### config.mk
export PLATFORM = sky130hd
export DESIGN_NAME = fps_sequencer
export DESIGN_NICKNAME = d
export VERILOG_FILES = /design/src/shared/fps_pkg.sv /design/src/design/fps_divider.sv /design/src/design/fps_sequencer.sv
export VERILOG_INCLUDE_DIRS = /design/src /design/src/shared
export SDC_FILE = /design/constraint.sdc
export NUM_CORES = 1
export LEC_CHECK = 0
export ABC_AREA = 0
export CAP_MARGIN = 5
export CORE_AREA = 2 2 254 256
export CTS_BUF_LIST = sky130_fd_sc_hd__clkbuf_4
export CTS_CLUSTER_SIZE = 12
export DETAILED_ROUTE_END_ITERATION = 12
export DIE_AREA = 0 0 256 258
export DONT_BUFFER_PORTS = 1
export GPL_TIMING_DRIVEN = 0
export SLEW_MARGIN = 25
export SYNTH_ARGS = -nofsm -noshare
export SYNTH_HDL_FRONTEND = slang
export SYNTH_SLANG_ARGS = --single-unit
### constraint.sdc
create_clock -name clock_i -period 4.05 [get_ports clock_i]
set_input_delay 0.81 -clock clock_i [delete_from_list [all_inputs] [get_ports clock_i]]
set_output_delay 0.81 -clock clock_i [all_outputs]
set_load 0.03 [all_outputs]
### src/shared/fps_map.svh
// constants for the flash program and signature sequencer
`ifndef FPS_MAP_SVH
`define FPS_MAP_SVH
`define FPS_OFS_W0        4'h0
`define FPS_OFS_W3        4'hc
`define FPS_CLK_NS        25
`define FPS_TIMER_UNIT    512
`define FPS_TIMER_EXTRA   2
`define FPS_TR_W          10
`define FPS_DIV_W         16
`define FPS_ADDR_W        18
`define FPS_PAGE_LSB      9
`define FPS_SECT_LSB      13
`define FPS_NSECT         32
`define FPS_SIG_RESET     16'h0000
`define FPS_WIDE_RESET    128'h0
`define FPS_IRQ_BURN      1
`define FPS_IRQ_SIG       2
`endif

### src/shared/fps_pkg.sv
// types for the flash program and signature sequencer
package fps_pkg;
   typedef struct packed {
      logic load_request;
      logic program_request;
      logic protect_strobe_n;
      logic array_write_n;
      logic write_path_enable;
      logic chip_select;
      logic index_sector_select;
   } fps_trig_t;

   typedef struct packed {
      logic [127:0] data;
      logic [7:0]   upper;
      logic         ecc_error_flag;
      logic         ecc_check_high;
      logic         ecc_check_low;
   } fps_rdata_t;

   typedef enum logic [2:0] {
      FPS_IDLE  = 3'b000,
      FPS_BURN  = 3'b001,
      FPS_SREQ  = 3'b010,
      FPS_SWAIT = 3'b011,
      FPS_SNEXT = 3'b100
   } fps_state_t;
endpackage

### src/design/fps_divider.sv
// slow burn clock enable divider
`timescale 1ns/1ps
`default_nettype none
`include "fps_map.svh"
module fps_divider (
   input  wire logic                   clock_i,
   input  wire logic                   nrst_i,
   input  wire logic [`FPS_DIV_W-1:0]  div_i,
   output logic                        tick_o
);
   logic [`FPS_DIV_W-1:0] cnt;
   wire                   wrap = (cnt >= div_i - `FPS_DIV_W'(1));

   always_ff @(posedge clock_i or negedge nrst_i) begin
      if (!nrst_i) begin
         cnt    <= '0;
         tick_o <= 1'b0;
      end else if (div_i == '0) begin
         // zero divider stops the slow clock
         cnt    <= '0;
         tick_o <= 1'b0;
      end else begin
         cnt    <= wrap ? '0 : cnt + `FPS_DIV_W'(1);
         tick_o <= wrap;
      end
   end
endmodule
`default_nettype wire

### src/design/fps_sequencer.sv
// flash program and signature sequencer
`timescale 1ns/1ps
`default_nettype none
`include "fps_map.svh"
module fps_sequencer (
   input  wire logic                    clock_i,
   input  wire logic                    nrst_i,
   input  wire logic                    dp_sel_i,
   input  wire logic                    dp_full_word_i,
   input  wire logic [`FPS_ADDR_W-1:0]  dp_addr_i,
   input  wire logic [31:0]             dp_wdata_i,
   input  wire logic                    latch_preset_bit_i,
   input  wire logic                    trig_we_i,
   input  wire fps_pkg::fps_trig_t      trig_i,
   input  wire logic                    timer_we_i,
   input  wire logic [`FPS_TR_W-1:0]    timer_count_field_i,
   input  wire logic                    timer_en_i,
   input  wire logic [`FPS_DIV_W-1:0]   slow_clock_divider_i,
   input  wire logic [`FPS_NSECT-1:0]   sector_protected_i,
   input  wire logic [`FPS_ADDR_W-1:0]  signature_start_addr_i,
   input  wire logic                    stop_we_i,
   input  wire logic [`FPS_ADDR_W-1:0]  signature_stop_addr_i,
   input  wire logic                    signature_go_bit_i,
   input  wire logic                    jtag_trig_i,
   input  wire logic                    array_ready_i,
   input  wire fps_pkg::fps_rdata_t     array_rdata_i,
   output logic                         dp_ready_o,
   output logic                         dp_error_o,
   output logic                         latch_preset_o,
   output logic                         latch_load_o,
   output logic [127:0]                 latch_data_o,
   output logic [`FPS_ADDR_W-1:0]       latch_addr_o,
   output logic                         burn_write_o,
   output logic                         burn_index_o,
   output logic [`FPS_ADDR_W-1:0]       burn_page_o,
   output logic [`FPS_TR_W-1:0]         timer_value_o,
   output logic                         slow_burn_clock_o,
   output logic                         array_read_o,
   output logic [`FPS_ADDR_W-1:0]       array_addr_o,
   output logic [2:0]                   irq_status_o,
   output logic                         busy_o,
   output logic [15:0]                  short_signature_reg_o,
   output logic [127:0]                 wide_signature_o
);
   fps_pkg::fps_state_t state;
   fps_pkg::fps_state_t next_state;
   logic [31:0]            word_q [4];
   logic                   auto_load;
   logic                   preset_q;
   logic                   beat_wait;
   logic [8:0]             prescale;
   logic                   rdy_s1;
   logic                   rdy_s2;
   logic                   rdy_low_seen;
   logic                   sig_jtag;
   logic [`FPS_ADDR_W-1:0] sig_addr;
   logic                   slow_tick;

   // trigger decoding, each pattern compared in one place
   function automatic logic trig_is(input fps_pkg::fps_trig_t t,
                                    input logic [5:0] pat);
      return {t.load_request, t.program_request, t.protect_strobe_n,
              t.array_write_n, t.write_path_enable, t.chip_select} == pat;
   endfunction

   wire trig_auto = trig_we_i && trig_is(trig_i, 6'h07);
   wire trig_man  = trig_we_i && trig_is(trig_i, 6'h27);
   wire trig_burn = trig_we_i && trig_is(trig_i, 6'h1b);
   wire beat_ok   = dp_sel_i && dp_full_word_i && !beat_wait;
   wire beat_bad  = dp_sel_i && !dp_full_word_i && !beat_wait;
   wire [1:0] word_idx = dp_addr_i[3:2];
   wire auto_hit  = beat_ok && auto_load &&
                    dp_addr_i[3:0] == `FPS_OFS_W3;
   wire [4:0] burn_sect = burn_page_o[`FPS_SECT_LSB+:5];
   wire sect_free = !sector_protected_i[burn_sect];
   wire timer_zero = timer_value_o == '0;
   wire pre_wrap = prescale == 9'(`FPS_TIMER_UNIT - 1);
   wire sig_last = sig_addr == signature_stop_addr_i;
   wire sig_go = stop_we_i && signature_go_bit_i;
   wire sig_start = (sig_go || jtag_trig_i) && state == fps_pkg::FPS_IDLE;
   wire [127:0] word_cat = {word_q[3], word_q[2], word_q[1], word_q[0]};
   // ready left high by the last read must drop before it counts
   wire rdy_step = state == fps_pkg::FPS_SWAIT && rdy_s2 && rdy_low_seen;
   wire [`FPS_ADDR_W-1:0] sig_addr_inc = sig_addr + `FPS_ADDR_W'(1);
   wire [15:0] next_sig = {
      short_signature_reg_o[0] ^ short_signature_reg_o[4] ^
      short_signature_reg_o[13] ^ short_signature_reg_o[15],
      short_signature_reg_o[15:12],
      array_rdata_i.ecc_check_low  ^ short_signature_reg_o[11],
      array_rdata_i.ecc_check_high ^ short_signature_reg_o[10],
      array_rdata_i.ecc_error_flag ^ short_signature_reg_o[9],
      array_rdata_i.upper ^ short_signature_reg_o[8:1]};
   // 128-bit signature, same shift-xor structure on corrected data
   wire [127:0] next_wide = {wide_signature_o[0] ^ wide_signature_o[2] ^
      wide_signature_o[27] ^ wide_signature_o[29],
      wide_signature_o[127:1]} ^ array_rdata_i.data;

   always_comb begin
      next_state = state;
      case (state)
         fps_pkg::FPS_IDLE: begin
            if (trig_burn && timer_en_i && slow_burn_clock_o)
               next_state = fps_pkg::FPS_BURN;
            else if (sig_start)
               next_state = fps_pkg::FPS_SREQ;
         end
         fps_pkg::FPS_BURN: begin
            if (timer_zero && pre_wrap)
               next_state = fps_pkg::FPS_IDLE;
         end
         fps_pkg::FPS_SREQ:  next_state = fps_pkg::FPS_SWAIT;
         fps_pkg::FPS_SWAIT: begin
            // ready only, read wait config is not consulted
            if (rdy_step)
               next_state = fps_pkg::FPS_SNEXT;
         end
         fps_pkg::FPS_SNEXT: begin
            next_state = sig_last ? fps_pkg::FPS_IDLE : fps_pkg::FPS_SREQ;
         end
         default: next_state = fps_pkg::FPS_IDLE;
      endcase
   end

   fps_divider u_div (
      .clock_i (clock_i),
      .nrst_i  (nrst_i),
      .div_i   (slow_clock_divider_i),
      .tick_o  (slow_tick)
   );

   // data port: wait state, word capture, page address
   always_ff @(posedge clock_i or negedge nrst_i) begin
      if (!nrst_i) begin
         beat_wait  <= 1'b0;
         dp_ready_o <= 1'b0;
         dp_error_o <= 1'b0;
         for (int i = 0; i < 4; i++) word_q[i] <= '0;
         burn_page_o  <= '0;
         latch_addr_o <= '0;
      end else begin
         beat_wait  <= beat_ok;
         dp_ready_o <= beat_ok;
         dp_error_o <= beat_bad;
         if (beat_ok) begin
            word_q[word_idx] <= dp_wdata_i;
            burn_page_o  <= dp_addr_i;
            latch_addr_o <= dp_addr_i;
         end
      end
   end

   // latch loading and preset
   always_ff @(posedge clock_i or negedge nrst_i) begin
      if (!nrst_i) begin
         auto_load      <= 1'b0;
         preset_q       <= 1'b0;
         latch_preset_o <= 1'b0;
         latch_load_o   <= 1'b0;
         latch_data_o   <= `FPS_WIDE_RESET;
      end else begin
         preset_q <= latch_preset_bit_i;
         // flash latches only; word_q stays as written
         latch_preset_o <= preset_q && !latch_preset_bit_i;
         if (trig_auto) auto_load <= 1'b1;
         else if (trig_we_i) auto_load <= 1'b0;
         latch_load_o <= auto_hit || trig_man;
         if (auto_hit)
            latch_data_o <= {dp_wdata_i, word_cat[95:0]};
         else if (trig_man)
            latch_data_o <= word_cat;
      end
   end

   // burn timer and signature engine
   always_ff @(posedge clock_i or negedge nrst_i) begin
      if (!nrst_i) begin
         state             <= fps_pkg::FPS_IDLE;
         prescale          <= '0;
         timer_value_o     <= '0;
         burn_write_o      <= 1'b0;
         burn_index_o      <= 1'b0;
         slow_burn_clock_o <= 1'b0;
         rdy_s1            <= 1'b0;
         rdy_s2            <= 1'b0;
         rdy_low_seen      <= 1'b0;
         array_read_o      <= 1'b0;
         array_addr_o      <= '0;
         sig_addr          <= '0;
         sig_jtag          <= 1'b0;
         irq_status_o      <= '0;
         busy_o            <= 1'b0;
         short_signature_reg_o <= `FPS_SIG_RESET;
         wide_signature_o  <= `FPS_WIDE_RESET;
      end else begin
         state             <= next_state;
         slow_burn_clock_o <= slow_tick || (slow_burn_clock_o &&
                              slow_clock_divider_i != '0);
         rdy_s1 <= array_ready_i;
         rdy_s2 <= rdy_s1;
         // a dip shorter than the synchroniser would stall here
         if (state == fps_pkg::FPS_SREQ)
            rdy_low_seen <= 1'b0;
         else if (state == fps_pkg::FPS_SWAIT && !rdy_s2)
            rdy_low_seen <= 1'b1;
         busy_o <= next_state != fps_pkg::FPS_IDLE;
         irq_status_o <= '0;
         if (timer_we_i && state != fps_pkg::FPS_BURN)
            timer_value_o <= timer_count_field_i;
         if (state == fps_pkg::FPS_IDLE &&
             next_state == fps_pkg::FPS_BURN) begin
            prescale     <= '0;
            burn_write_o <= sect_free;
            burn_index_o <= trig_i.index_sector_select;
         end
         if (state == fps_pkg::FPS_BURN) begin
            prescale <= pre_wrap ? '0 : prescale + 9'd1;
            if (pre_wrap && !timer_zero)
               timer_value_o <= timer_value_o - `FPS_TR_W'(1);
            if (next_state == fps_pkg::FPS_IDLE) begin
               burn_write_o <= 1'b0;
               irq_status_o[`FPS_IRQ_BURN] <= 1'b1;
            end
         end
         if (sig_start) begin
            sig_addr  <= signature_start_addr_i;
            sig_jtag  <= jtag_trig_i && !sig_go;
            short_signature_reg_o <= `FPS_SIG_RESET;
            wide_signature_o <= `FPS_WIDE_RESET;
         end
         array_read_o <= next_state == fps_pkg::FPS_SREQ;
         if (next_state == fps_pkg::FPS_SREQ)
            array_addr_o <= (state == fps_pkg::FPS_SNEXT) ?
                            sig_addr_inc : (sig_start ?
                            signature_start_addr_i : sig_addr);
         if (rdy_step) begin
            short_signature_reg_o <= next_sig;
            wide_signature_o <= next_wide;
         end
         if (state == fps_pkg::FPS_SNEXT) begin
            sig_addr <= sig_addr_inc;
            if (sig_last && !sig_jtag)
               irq_status_o[`FPS_IRQ_SIG] <= 1'b1;
         end
      end
   end
endmodule
`default_nettype wire

### Word level (Yosys, flattened, before mapping)

Index checks and enable logic that the tools add are counted.

| storage, ports and cells | value |
|---|---|
| output and inout bits | 348 |
| register bits after elaboration | 510 |
| bits of input ports | 302 |
| logic and storage cells | 151 |

| cells by class | value |
|---|---|
| bitwise operators | 12 |
| eq/ne operators | 13 |
| muxes and demuxes | 39 |
| order comparisons | 4 |
| add/sub/neg operators | 5 |
| reduce and logical (&&, ||, !) cells | 47 |

Operators with widths:

| cell | number |
|---|---|
| $mux W128 | 4 |
| $bwmux W128 | 1 |
| $xor A128 B128 Y128 | 1 |
| $demux W32 S2 | 1 |
| $mux W16 | 4 |
| $mux W18 | 2 |
| $mux W32 | 1 |
| $mux W10 | 3 |
| $mux W9 | 3 |
| $logic_and A1 B1 Y1 | 25 |
| $add A18 B1 Y18 const B | 1 |
| $eq A18 B18 Y1 | 1 |
| $add A16 B1 Y16 const B | 1 |
| $ge A16 B16 Y1 | 1 |
| $logic_not A16 Y1 | 1 |
| $reduce_bool A16 Y1 | 1 |
| $sub A16 B1 Y16 const B | 1 |
| $pmux W3 S5 | 1 |
| $mux W1 | 13 |
| $mux W3 | 4 |
| $logic_not A10 Y1 | 1 |
| $reduce_bool A2 Y1 | 5 |
| $sub A10 B1 Y10 const B | 1 |
| $add A9 B1 Y9 const B | 1 |
| 21 further kinds | 42 |

### Logic depth before layout (Yosys ltp)

Gate-level depths: netlist (run 1).

| depth | value |
|---|---|
| depth in word-level cells | 11 |
| gate-level depth with buffers | 13 |
| gate-level depth less buffers | 12 |

### By module

A second synthesis (run 1) with hierarchy kept.

| unflattened totals | value |
|---|---|
| cell total of the unflattened synthesis | 1874 |
| area total of the unflattened synthesis | 22380.2 µm² |

Modules (own cells, without submodules):

| module | area each (µm²) | sequential area each (µm²) | instances | cells an instance |
|---|---|---|---|---|
| fps_sequencer | 20953.8 | 12336.8 | 1 | 1719 |
| fps_divider | 1426.4 | 425.4 | 1 | 155 |

### Least setup slack after synthesis (run 1)

OpenSTA, ideal clock, no wires.

| path | value |
|---|---|
| kind | input-to-reg |
| start point | input port slow_clock_divider_i[3] |
| end point | register u_div.cnt[11] |
| path buffers | 1 |
| stages | 13 |
| setup time | 72 ps |
| arrival | 3279 ps |
| slack | 699 ps |
| data required time | 3978 ps |
| cells stage by stage | or3_1 -> nor3_1 -> nand2b_1 -> nand2b_1 -> nor3_1 -> xnor2_1 -> ha_1 -> a21o_1 -> a21o_1 -> a21oi_1 -> o211ai_1 -> buf_2 -> nor2_1 |

| between the ends | value |
|---|---|
| cells in the longest elaborated chain, start to end | 4 |
| elaborated cells between the ends (all ways) | 5 |
| classes of those cells | 1 x add/sub; 1 x order compare; 2 x mux; 1 x reduce/logical |

Ends and longest elaborated chain:

| what | RTL line | text |
|---|---|---|
| start: declaration | fps_sequencer.sv:18 | `` input wire logic [`FPS_DIV_W-1:0] slow_clock_divider_i, `` |
| $sub A16 B1 Y16 | fps_divider.sv:12 | `` wire wrap = (cnt >= div_i - `FPS_DIV_W'(1)); `` |
| $ge A16 B16 Y1 | fps_divider.sv:12 |  |
| $mux W16 | fps_divider.sv:23 | `` cnt <= wrap ? '0 : cnt + `FPS_DIV_W'(1); `` |
| $mux W16 * | fps_divider.sv:18 | `end else if (div_i == '0) begin` |
| end signal: assignment | fps_divider.sv:23 |  |
| end: declaration | fps_divider.sv:11 | `` logic [`FPS_DIV_W-1:0] cnt; `` |

Every way passes the cells marked *; elsewhere a longest branch is shown, timed or not.
A chain may end at the register's enable or synchronous reset.

### Worst setup path after layout (run 1)

| path | value |
|---|---|
| start point | register state[2] |
| end point | register wide_signature_o[81] |

| between the ends | value |
|---|---|
| cells in the longest elaborated chain, start to end | 4 |
| elaborated cells between the ends (all ways) | 7 |
| classes of those cells | 1 x eq/ne; 1 x mux; 5 x reduce/logical |

Ends and longest elaborated chain:

| what | RTL line | text |
|---|---|---|
| start: declaration | fps_sequencer.sv:45 | `fps_pkg::fps_state_t state;` |
| start signal: assignment | fps_sequencer.sv:177 | `state <= fps_pkg::FPS_IDLE;` |
| start signal: assignment | fps_sequencer.sv:195 | `state <= next_state;` |
| $eq A3 B2 Y1 | fps_sequencer.sv:83 | `wire rdy_step = state == fps_pkg::FPS_SWAIT && rdy_s2 && rdy_low_seen;` |
| $logic_and A1 B1 Y1 (2 in series) | fps_sequencer.sv:83 |  |
| $mux W128 / $reduce_bool A2 Y1 (equally long branches) | n/a |  |
| end signal: assignment | fps_sequencer.sv:193 | `` wide_signature_o <= `FPS_WIDE_RESET; `` |
| end signal: assignment | fps_sequencer.sv:228 | `` wide_signature_o <= `FPS_WIDE_RESET; `` |
| end signal: assignment | fps_sequencer.sv:237 | `wide_signature_o <= next_wide;` |
| end: declaration | fps_sequencer.sv:43 | `output logic [127:0] wide_signature_o` |

Parallel ways exist; a longest one is shown, timed or not.

==> results.cfg, run 1 <==
[die]
io_pins = 650
coreArea_um2 = 63600
initial_core_util_pct = 34.8
dieArea_um2 = 66000
die_w_um = 256
rows = 93
fp.dieH_um = 258

[setup_path]
timing.rr.start = state[2]$_DFF_PN0_
end_kind = flop
rr_worst_depth = 11
worst_setup_path_start_kind = flop
crit_chain = buf_2 -> inv_1 -> nand2_1 -> or2_2 -> clkbuf_1 -> inv_1 -> nor2_1 -> clkbuf_1 -> buf_2 -> nand2_1 -> o21ai_0
required_ps = 4850
slowest_stage = nor2_1
cpPeakStageDelay_ps = 780
r2r_setup_slack_ps = 420
crit_type = flop to flop
worstReg2RegEnd = wide_signature_o[81]$_DFFE_PN0P_
crit_arrival_ps = 4430
crit_fanout = 10

[sta]
worst_pin_slew_ps = 1770
maxSlewViolCount = 115
fmax_mhz = 276
rsz0062_at_grt = no
finalCriticalPeriod_ps = 3630
min_period_over_period_pct = 89.6
fin_skew_ps = 76.4
fin_setup_tns_ps = 0
hold_viol = 460
hold_ws_ps = -430
setup_viol = 0
slew_headroom_pct = -18.0

[grt]
grt_pass1_vias = 17200
grt.met2_usage_pct = 36.3
antenna_found_initial = 8
grt_util_met1_pct = 21.1
grt_use_total_pct = 21.0
grt_max_degree = 511
grt_most_used_layer = met2
grt-ovfl-total = 0
grt_pass1_wl_um = 105000
use_met3_pct = 8.41

[pwr]
combPwrFrac_pct = 20.1
p_sw_share_pct = 41.9
cellPowerDensity_nw_per_um2 = 666
vdd_drop_max_uv = 468
p_seq_share_pct = 55.2
cell_internal_pwr_w = 0.0105
p_leak_nw = 12.1
switchingPower_w = 0.00758
pwr-share-clk_pct = 24.7

[detailed_routing]
ant_nets = 0
routed_wl_um = 69800
firstDrtPassIters = 7
wl_per_cell_um = 22.1
drc = 0
via_per_inst = 5.08
drt_iter0_drc = 898
route.vias.total = 16100

[run]
drv_cap = 0

[outcome]
violations = negative hold slack, max-slew violations
status = complete, but fails checks

[place]
port_buffers = 0
dp.cells = 2712
post-dp-hpwl_um = 52000
gp_congestion = 0.919

[synthesis]
yosysSeqAreaShare_pct = 57.5
synth_warnings = 0
syn_nets = 2181
synthFlopType = dfrtp_1
synth_area_um2 = 22200
ys_types = 66
netlist_instances = 1856
synth-seq-cells = 510
synth.avg_cell_area_um2 = 11.9
synth_edf_count = 0
async_flop_share_pct = 100

[clocking]
root_buffer = clkbuf_4
postCtsSetupRepairBufs = 0
cts_tree = built
cts.sinks = 510
hold_buffers = 216
path_clk_slew_ps = 60
cts_buffers = 141
insertion_delay_ps = 950
clock_path_buffers = 3
cts_htree_levels = 4

[cells_and_area]
layout-drive-gt1-share_pct = 22.6
fillers = 5962
multi_input_comb_area_um2 = 8860
fin_nets = 2541
area_delta_synth_final_pct = 22.4
seq_area_um2 = 12800
final_cells = 3166

[worst_hold_path]
worstHoldPathType = input pin to asynchronous set/reset pin
routing by layer:
metal | part of all wire [%] | routed length [um]
met3 | 8.6 | 5990
met4 | 6.2 | 4300
met1 | 35 | 24200
met2 | 51 | 35300
met5 | 0.013 | 9
power by group through the flow:
stage | registers (W) | logic, W | clock network, W
after floorplan | 0.00922 | 0.00274 | 0
after global placement | 0.0100 | 0.00326 | 0
after detailed placement | 0.0100 | 0.00342 | 0
after CTS | 0.00996 | 0.00363 | 0.00465
after global routing | 0.0101 | 0.00409 | 0.00496
final | 0.00997 | 0.00364 | 0.00447
state kept, by name, summed over array words and instances (netlist names), 2 cells and up:
name                   count
short_signature_reg_o     16
u_div.cnt                 16
array_addr_o              18
irq_status_o               2
timer_value_o             10
word_cat                 128
sig_addr                  18
wide_signature_o         128
burn_page_o               18
state                      3
prescale                   9
latch_data_o             128
cells in the final DEF, fill, tap and decap left out, types with 6 or more instances in the layout:
master         synthesis  final
nor3_1                17     17
and3_1                10     10
a311oi_1               9      9
nor2_1                72     72
nand4_1               12     12
mux4_2                 9      9
diode_2                0     10
mux2i_1               34     34
nand2_1              265    265
xor2_1                13     13
ha_1                  23     23
clkbuf_1              55     55
buf_1                 13     13
inv_1                 16     16
a22o_1                 6      6
nand3_1               20     20
mux2_2               236    236
o21ai_0              196    196
or3_1                  6      6
clkbuf_4               0    194
buf_4                 19     19
xnor2_1              178    178
clkinv_1               1     19
mux2_4                 9      9
a21oi_1               23     23
nand2b_1               7      7
buf_2                 14     14
dfrtp_1              510    510
a31oi_1                6      6
dlygate4sd3_1          0    216
through the flow:
step           util (%)  power (W)  setup slack [ps]  cell area, um2  hold WS (ps)
2_1_floorplan         -     0.0120               699           22200           331
3_3_place_gp       36.5     0.0133               207           23200           340
3_5_place_dp       36.6     0.0135               251           23300           345
4_1_cts            42.6     0.0182               316           27100          -622
5_1_grt            42.6     0.0192              83.6           27100          -590
6_report           42.6     0.0181               423           27100          -430
synthesized netlist by cell type, drive strengths merged, types with 2 or more instances:
cell | number | area (um2)
a211o | 2 | 17.5
a211oi | 5 | 37.5
a21o | 4 | 30.0
a21oi | 24 | 124
a22o | 6 | 52.6
a311oi | 9 | 78.8
a31oi | 6 | 37.5
a41oi | 3 | 26.3
and2 | 5 | 32.5
and3 | 10 | 62.6
and4 | 3 | 26.3
buf | 48 | 293
clkbuf | 55 | 206
dfrtp | 510 | 12800
ha | 23 | 288
inv | 16 | 60.1
mux2 | 245 | 2790
mux2i | 34 | 340
mux4 | 9 | 203
nand2 | 265 | 995
nand2b | 7 | 43.8
nand3 | 20 | 100
nand3b | 2 | 15.0
nand4 | 12 | 75.1
nor2 | 72 | 270
nor2b | 2 | 12.5
nor3 | 17 | 85.1
nor3b | 5 | 42.5
nor4 | 2 | 18.8
o211ai | 5 | 37.5
o21a | 3 | 22.5
o21ai | 196 | 981
o221a | 5 | 56.3
o311ai | 3 | 26.3
o31ai | 3 | 22.5
or2 | 4 | 25.0
or3 | 6 | 37.5
or3b | 2 | 17.5
or4 | 3 | 27.5
xnor2 | 178 | 1560
xor2 | 13 | 114
kinds of logic (layout without fill, tap and decap cells):
logic type | after synthesis | count (layout) | share of synthesized area [%]
compound gates | 281 | 281 | 7.26
xor+xnor | 191 | 191 | 7.54
fa+ha+maj | 23 | 23 | 1.30
buf+inv | 120 | 565 | 2.54
flops | 510 | 510 | 57.5
mux | 288 | 288 | 15.0
other cells | 1 | 11 | 0.0169
simple gates | 442 | 442 | 8.76
worst max-delay path, delay by kind of cell, from the launching register on:
family | cells | cell delay [ps]
AOI/OAI and AO/OA | 1 | 140
DFF | 1 | 360
buffers and inverters | 6 | 1910
and+or+nand+nor | 4 | 1120
worst max-delay path by stage:
stage                       startpoint                                 to  slack (ps)  cells past startpoint
2_1_floorplan  slow_clock_divider_i[3]            u_div.cnt[11]$_DFF_PN0_         700                     13
3_3_place_gp                 trig_i[6]       array_addr_o[11]$_DFFE_PN0P_         210                      7
3_5_place_dp   slow_clock_divider_i[3]            u_div.cnt[11]$_DFF_PN0_         250                     12
4_1_cts             state[2]$_DFF_PN0_  wide_signature_o[101]$_DFFE_PN0P_         320                     11
5_1_grt             state[2]$_DFF_PN0_   wide_signature_o[81]$_DFFE_PN0P_          80                     11
6_report            state[2]$_DFF_PN0_   wide_signature_o[81]$_DFFE_PN0P_         420                     11
timing repair:
action | in CTS | in global routing
hold endpoints to repair | 852 | 510
gates resized for setup | 0 | 0
endpoints found under the setup margin | 0 | 0
layout make-up:
| type | instances | share of cell area [%] |
|---|---|---|
| diodes | 10 | 0.0922 |
| plain buffers | 103 | 1.84 |
| clock buffers | 194 | 5.37 |
| clock inverters | 34 | 0.867 |
| inverters | 17 | 0.235 |
| multi-input cells | 1226 | 32.6 |
| flip-flops and latches | 510 | 47.0 |
| well taps | 855 | 3.94 |
| repair buffers | 217 | 8.01 |
Note: power is estimated with default switching activity, not from simulation.
==> inputs of run 2 (changes only) <==
clock period = 4.19 ns   (was 4.05 ns; I/O delays follow)
==> results.cfg, run 2 (synthesis results as in run 1) <==
[outcome]
status = complete, but fails checks
violations = negative hold slack, max-slew violations

[grt]
grt_pass1_wl_um = 105000
grt_use_total_pct = 21.0
grt-ovfl-total = 0
grt_max_degree = 511
use_met3_pct = 8.42
grt_pass1_vias = 17200
grt.met2_usage_pct = 36.3
grt_util_met1_pct = 21.1
grt_most_used_layer = met2
antenna_found_initial = 8

[cells_and_area]
mostFrequentLayoutCells = dfrtp_1 (510), nand2_1 (265), mux2_2 (236)
layout-drive-gt1-share_pct = 22.7
utilization_pct = 42.6
final_common_cell = dfrtp_1
area_delta_synth_final_pct = 22.1
fin_nets = 2535
post-route-cell-area_um2 = 27100

[clocking]
cts_resized = 0
cts_buffers = 141
path_clk_slew_ps = 60
cts.sinks = 510
insertion_delay_ps = 950
cts_tree = built
hold_buffers = 210
root_buffer = clkbuf_4
postCtsSetupRepairBufs = 0
clock_path_buffers = 3
cts_htree_levels = 4

[pwr]
combPwrFrac_pct = 20.1
pwr-share-clk_pct = 24.7
vdd_drop_max_uv = 454
p_seq_share_pct = 55.2
p_sw_share_pct = 41.9
p_leak_nw = 12.1
cell_internal_pwr_w = 0.0101
cellPowerDensity_nw_per_um2 = 645
switchingPower_w = 0.00733

[setup_path]
path_delay_family = buffers and inverters
crit_chain = buf_2 -> inv_1 -> nand2_1 -> or2_2 -> clkbuf_1 -> inv_1 -> nor2_1 -> clkbuf_1 -> buf_2 -> nand2_1 -> o21ai_0
crit_fanout = 10
slowest_stage = nor2_1
rr_worst_depth = 11
crit_buf_inv = 6
end_kind = flop
required_ps = 4990
worst_setup_path_start_kind = flop
crit_arrival_ps = 4460
cpPeakStageDelay_ps = 780
crit_type = flop to flop
crit_cells = 11

[run]
drv_cap = 0

[detailed_routing]
drc = 0
drt_iter0_drc = 785
route.vias.total = 16100
wl_per_cell_um = 22.1
via_per_inst = 5.09
ant_nets = 0
firstDrtPassIters = 5
routed_wl_um = 69800

[sta]
setup_viol = 0
fin_skew_ps = 77.0
min_period_over_period_pct = 87.3
worst_pin_slew_ps = 1910
hold_viol = 395
fin_setup_tns_ps = 0
hold_ws_ps = -408
slew_headroom_pct = -27.1
rsz0062_at_grt = no
finalCriticalPeriod_ps = 3660
fin_ws_ps = 530
fmax_mhz = 273
maxSlewViolCount = 151

[place]
pre_cts_ws_ps = 363
post-dp-hpwl_um = 52000
gp_congestion = 0.919
port_buffers = 0
place_area_um2 = 23300

[die]
dieArea_um2 = 66000
coreArea_um2 = 63600
io_pins = 650
die_w_um = 256
fp.dieH_um = 258
rows = 93
initial_core_util_pct = 34.8

[worst_hold_path]
worstHoldPathType = input pin to asynchronous set/reset pin
-- run 2: cell count changes in the layout (fill, tap and decap cells not counted) --
cell / change
dlygate4sd3_1: -6
-- run 2: cell type report --
type	instances	area [um2]
well taps	855	1070
flip-flops and latches	510	12800
plain buffers	103	499
clock buffers	194	1460
multi-input cells	1226	8860
diodes	10	25.0
repair buffers	211	2110
fillers	5967	36600
clock inverters	34	235
inverters	17	63.8
-- run 2: final timing paths --
check / startpoint / to / slack, ps
max in group asynchronous: nrst_i / sig_addr[9]$_DFF_PN0_ / 3020
min: nrst_i / latch_data_o[110]$_DFFE_PN0P_ / -410
max: state[2]$_DFF_PN0_ / wide_signature_o[81]$_DFFE_PN0P_ / 530
max reg2reg: state[2]$_DFF_PN0_ / wide_signature_o[81]$_DFFE_PN0P_ / 530
min reg2reg: rdy_s1$_DFF_PN0_ / rdy_s2$_DFF_PN0_ / 360
min in group clock_i: array_rdata_i[10] / short_signature_reg_o[7]$_DFFE_PN0P_ / 170
-- run 2: routing by layer --
metal / vias up / routed length, um
li1: 7171 / -
met1: 7956 / 24200
met2: 742 / 35100
met3: 202 / 6060
met4: 2 / 4420
met5: - / 9
-- run 2: stage by stage --
step,power [W],hold WS [ps],std cells
detailed placement,0.0130,345,2712
CTS,0.0176,-594,3150
finish,0.0175,-408,3160
global route,0.0185,-562,3159
global placement,0.0128,340,2711
floorplan,0.0116,331,1856
-- run 2: worst register-to-register path, stage by stage (launching register included) --
cell and delay, ps:
dfrtp_1 360, buf_2 200, inv_1 110, nand2_1 110, or2_2 130, clkbuf_1 540, inv_1 300, nor2_1 780
clkbuf_1 490, buf_2 320, nand2_1 100, o21ai_0 140
-- run 2: power groups by stage --
stage | clock [W] | combinational, W | sequential, W
2_1_floorplan | 0 | 0.00264 | 0.00891
3_3_place_gp | 0 | 0.00315 | 0.00966
3_5_place_dp | 0 | 0.00331 | 0.00969
4_1_cts | 0.00450 | 0.00351 | 0.00962
5_1_grt | 0.00479 | 0.00395 | 0.00977
6_report | 0.00431 | 0.00352 | 0.00964
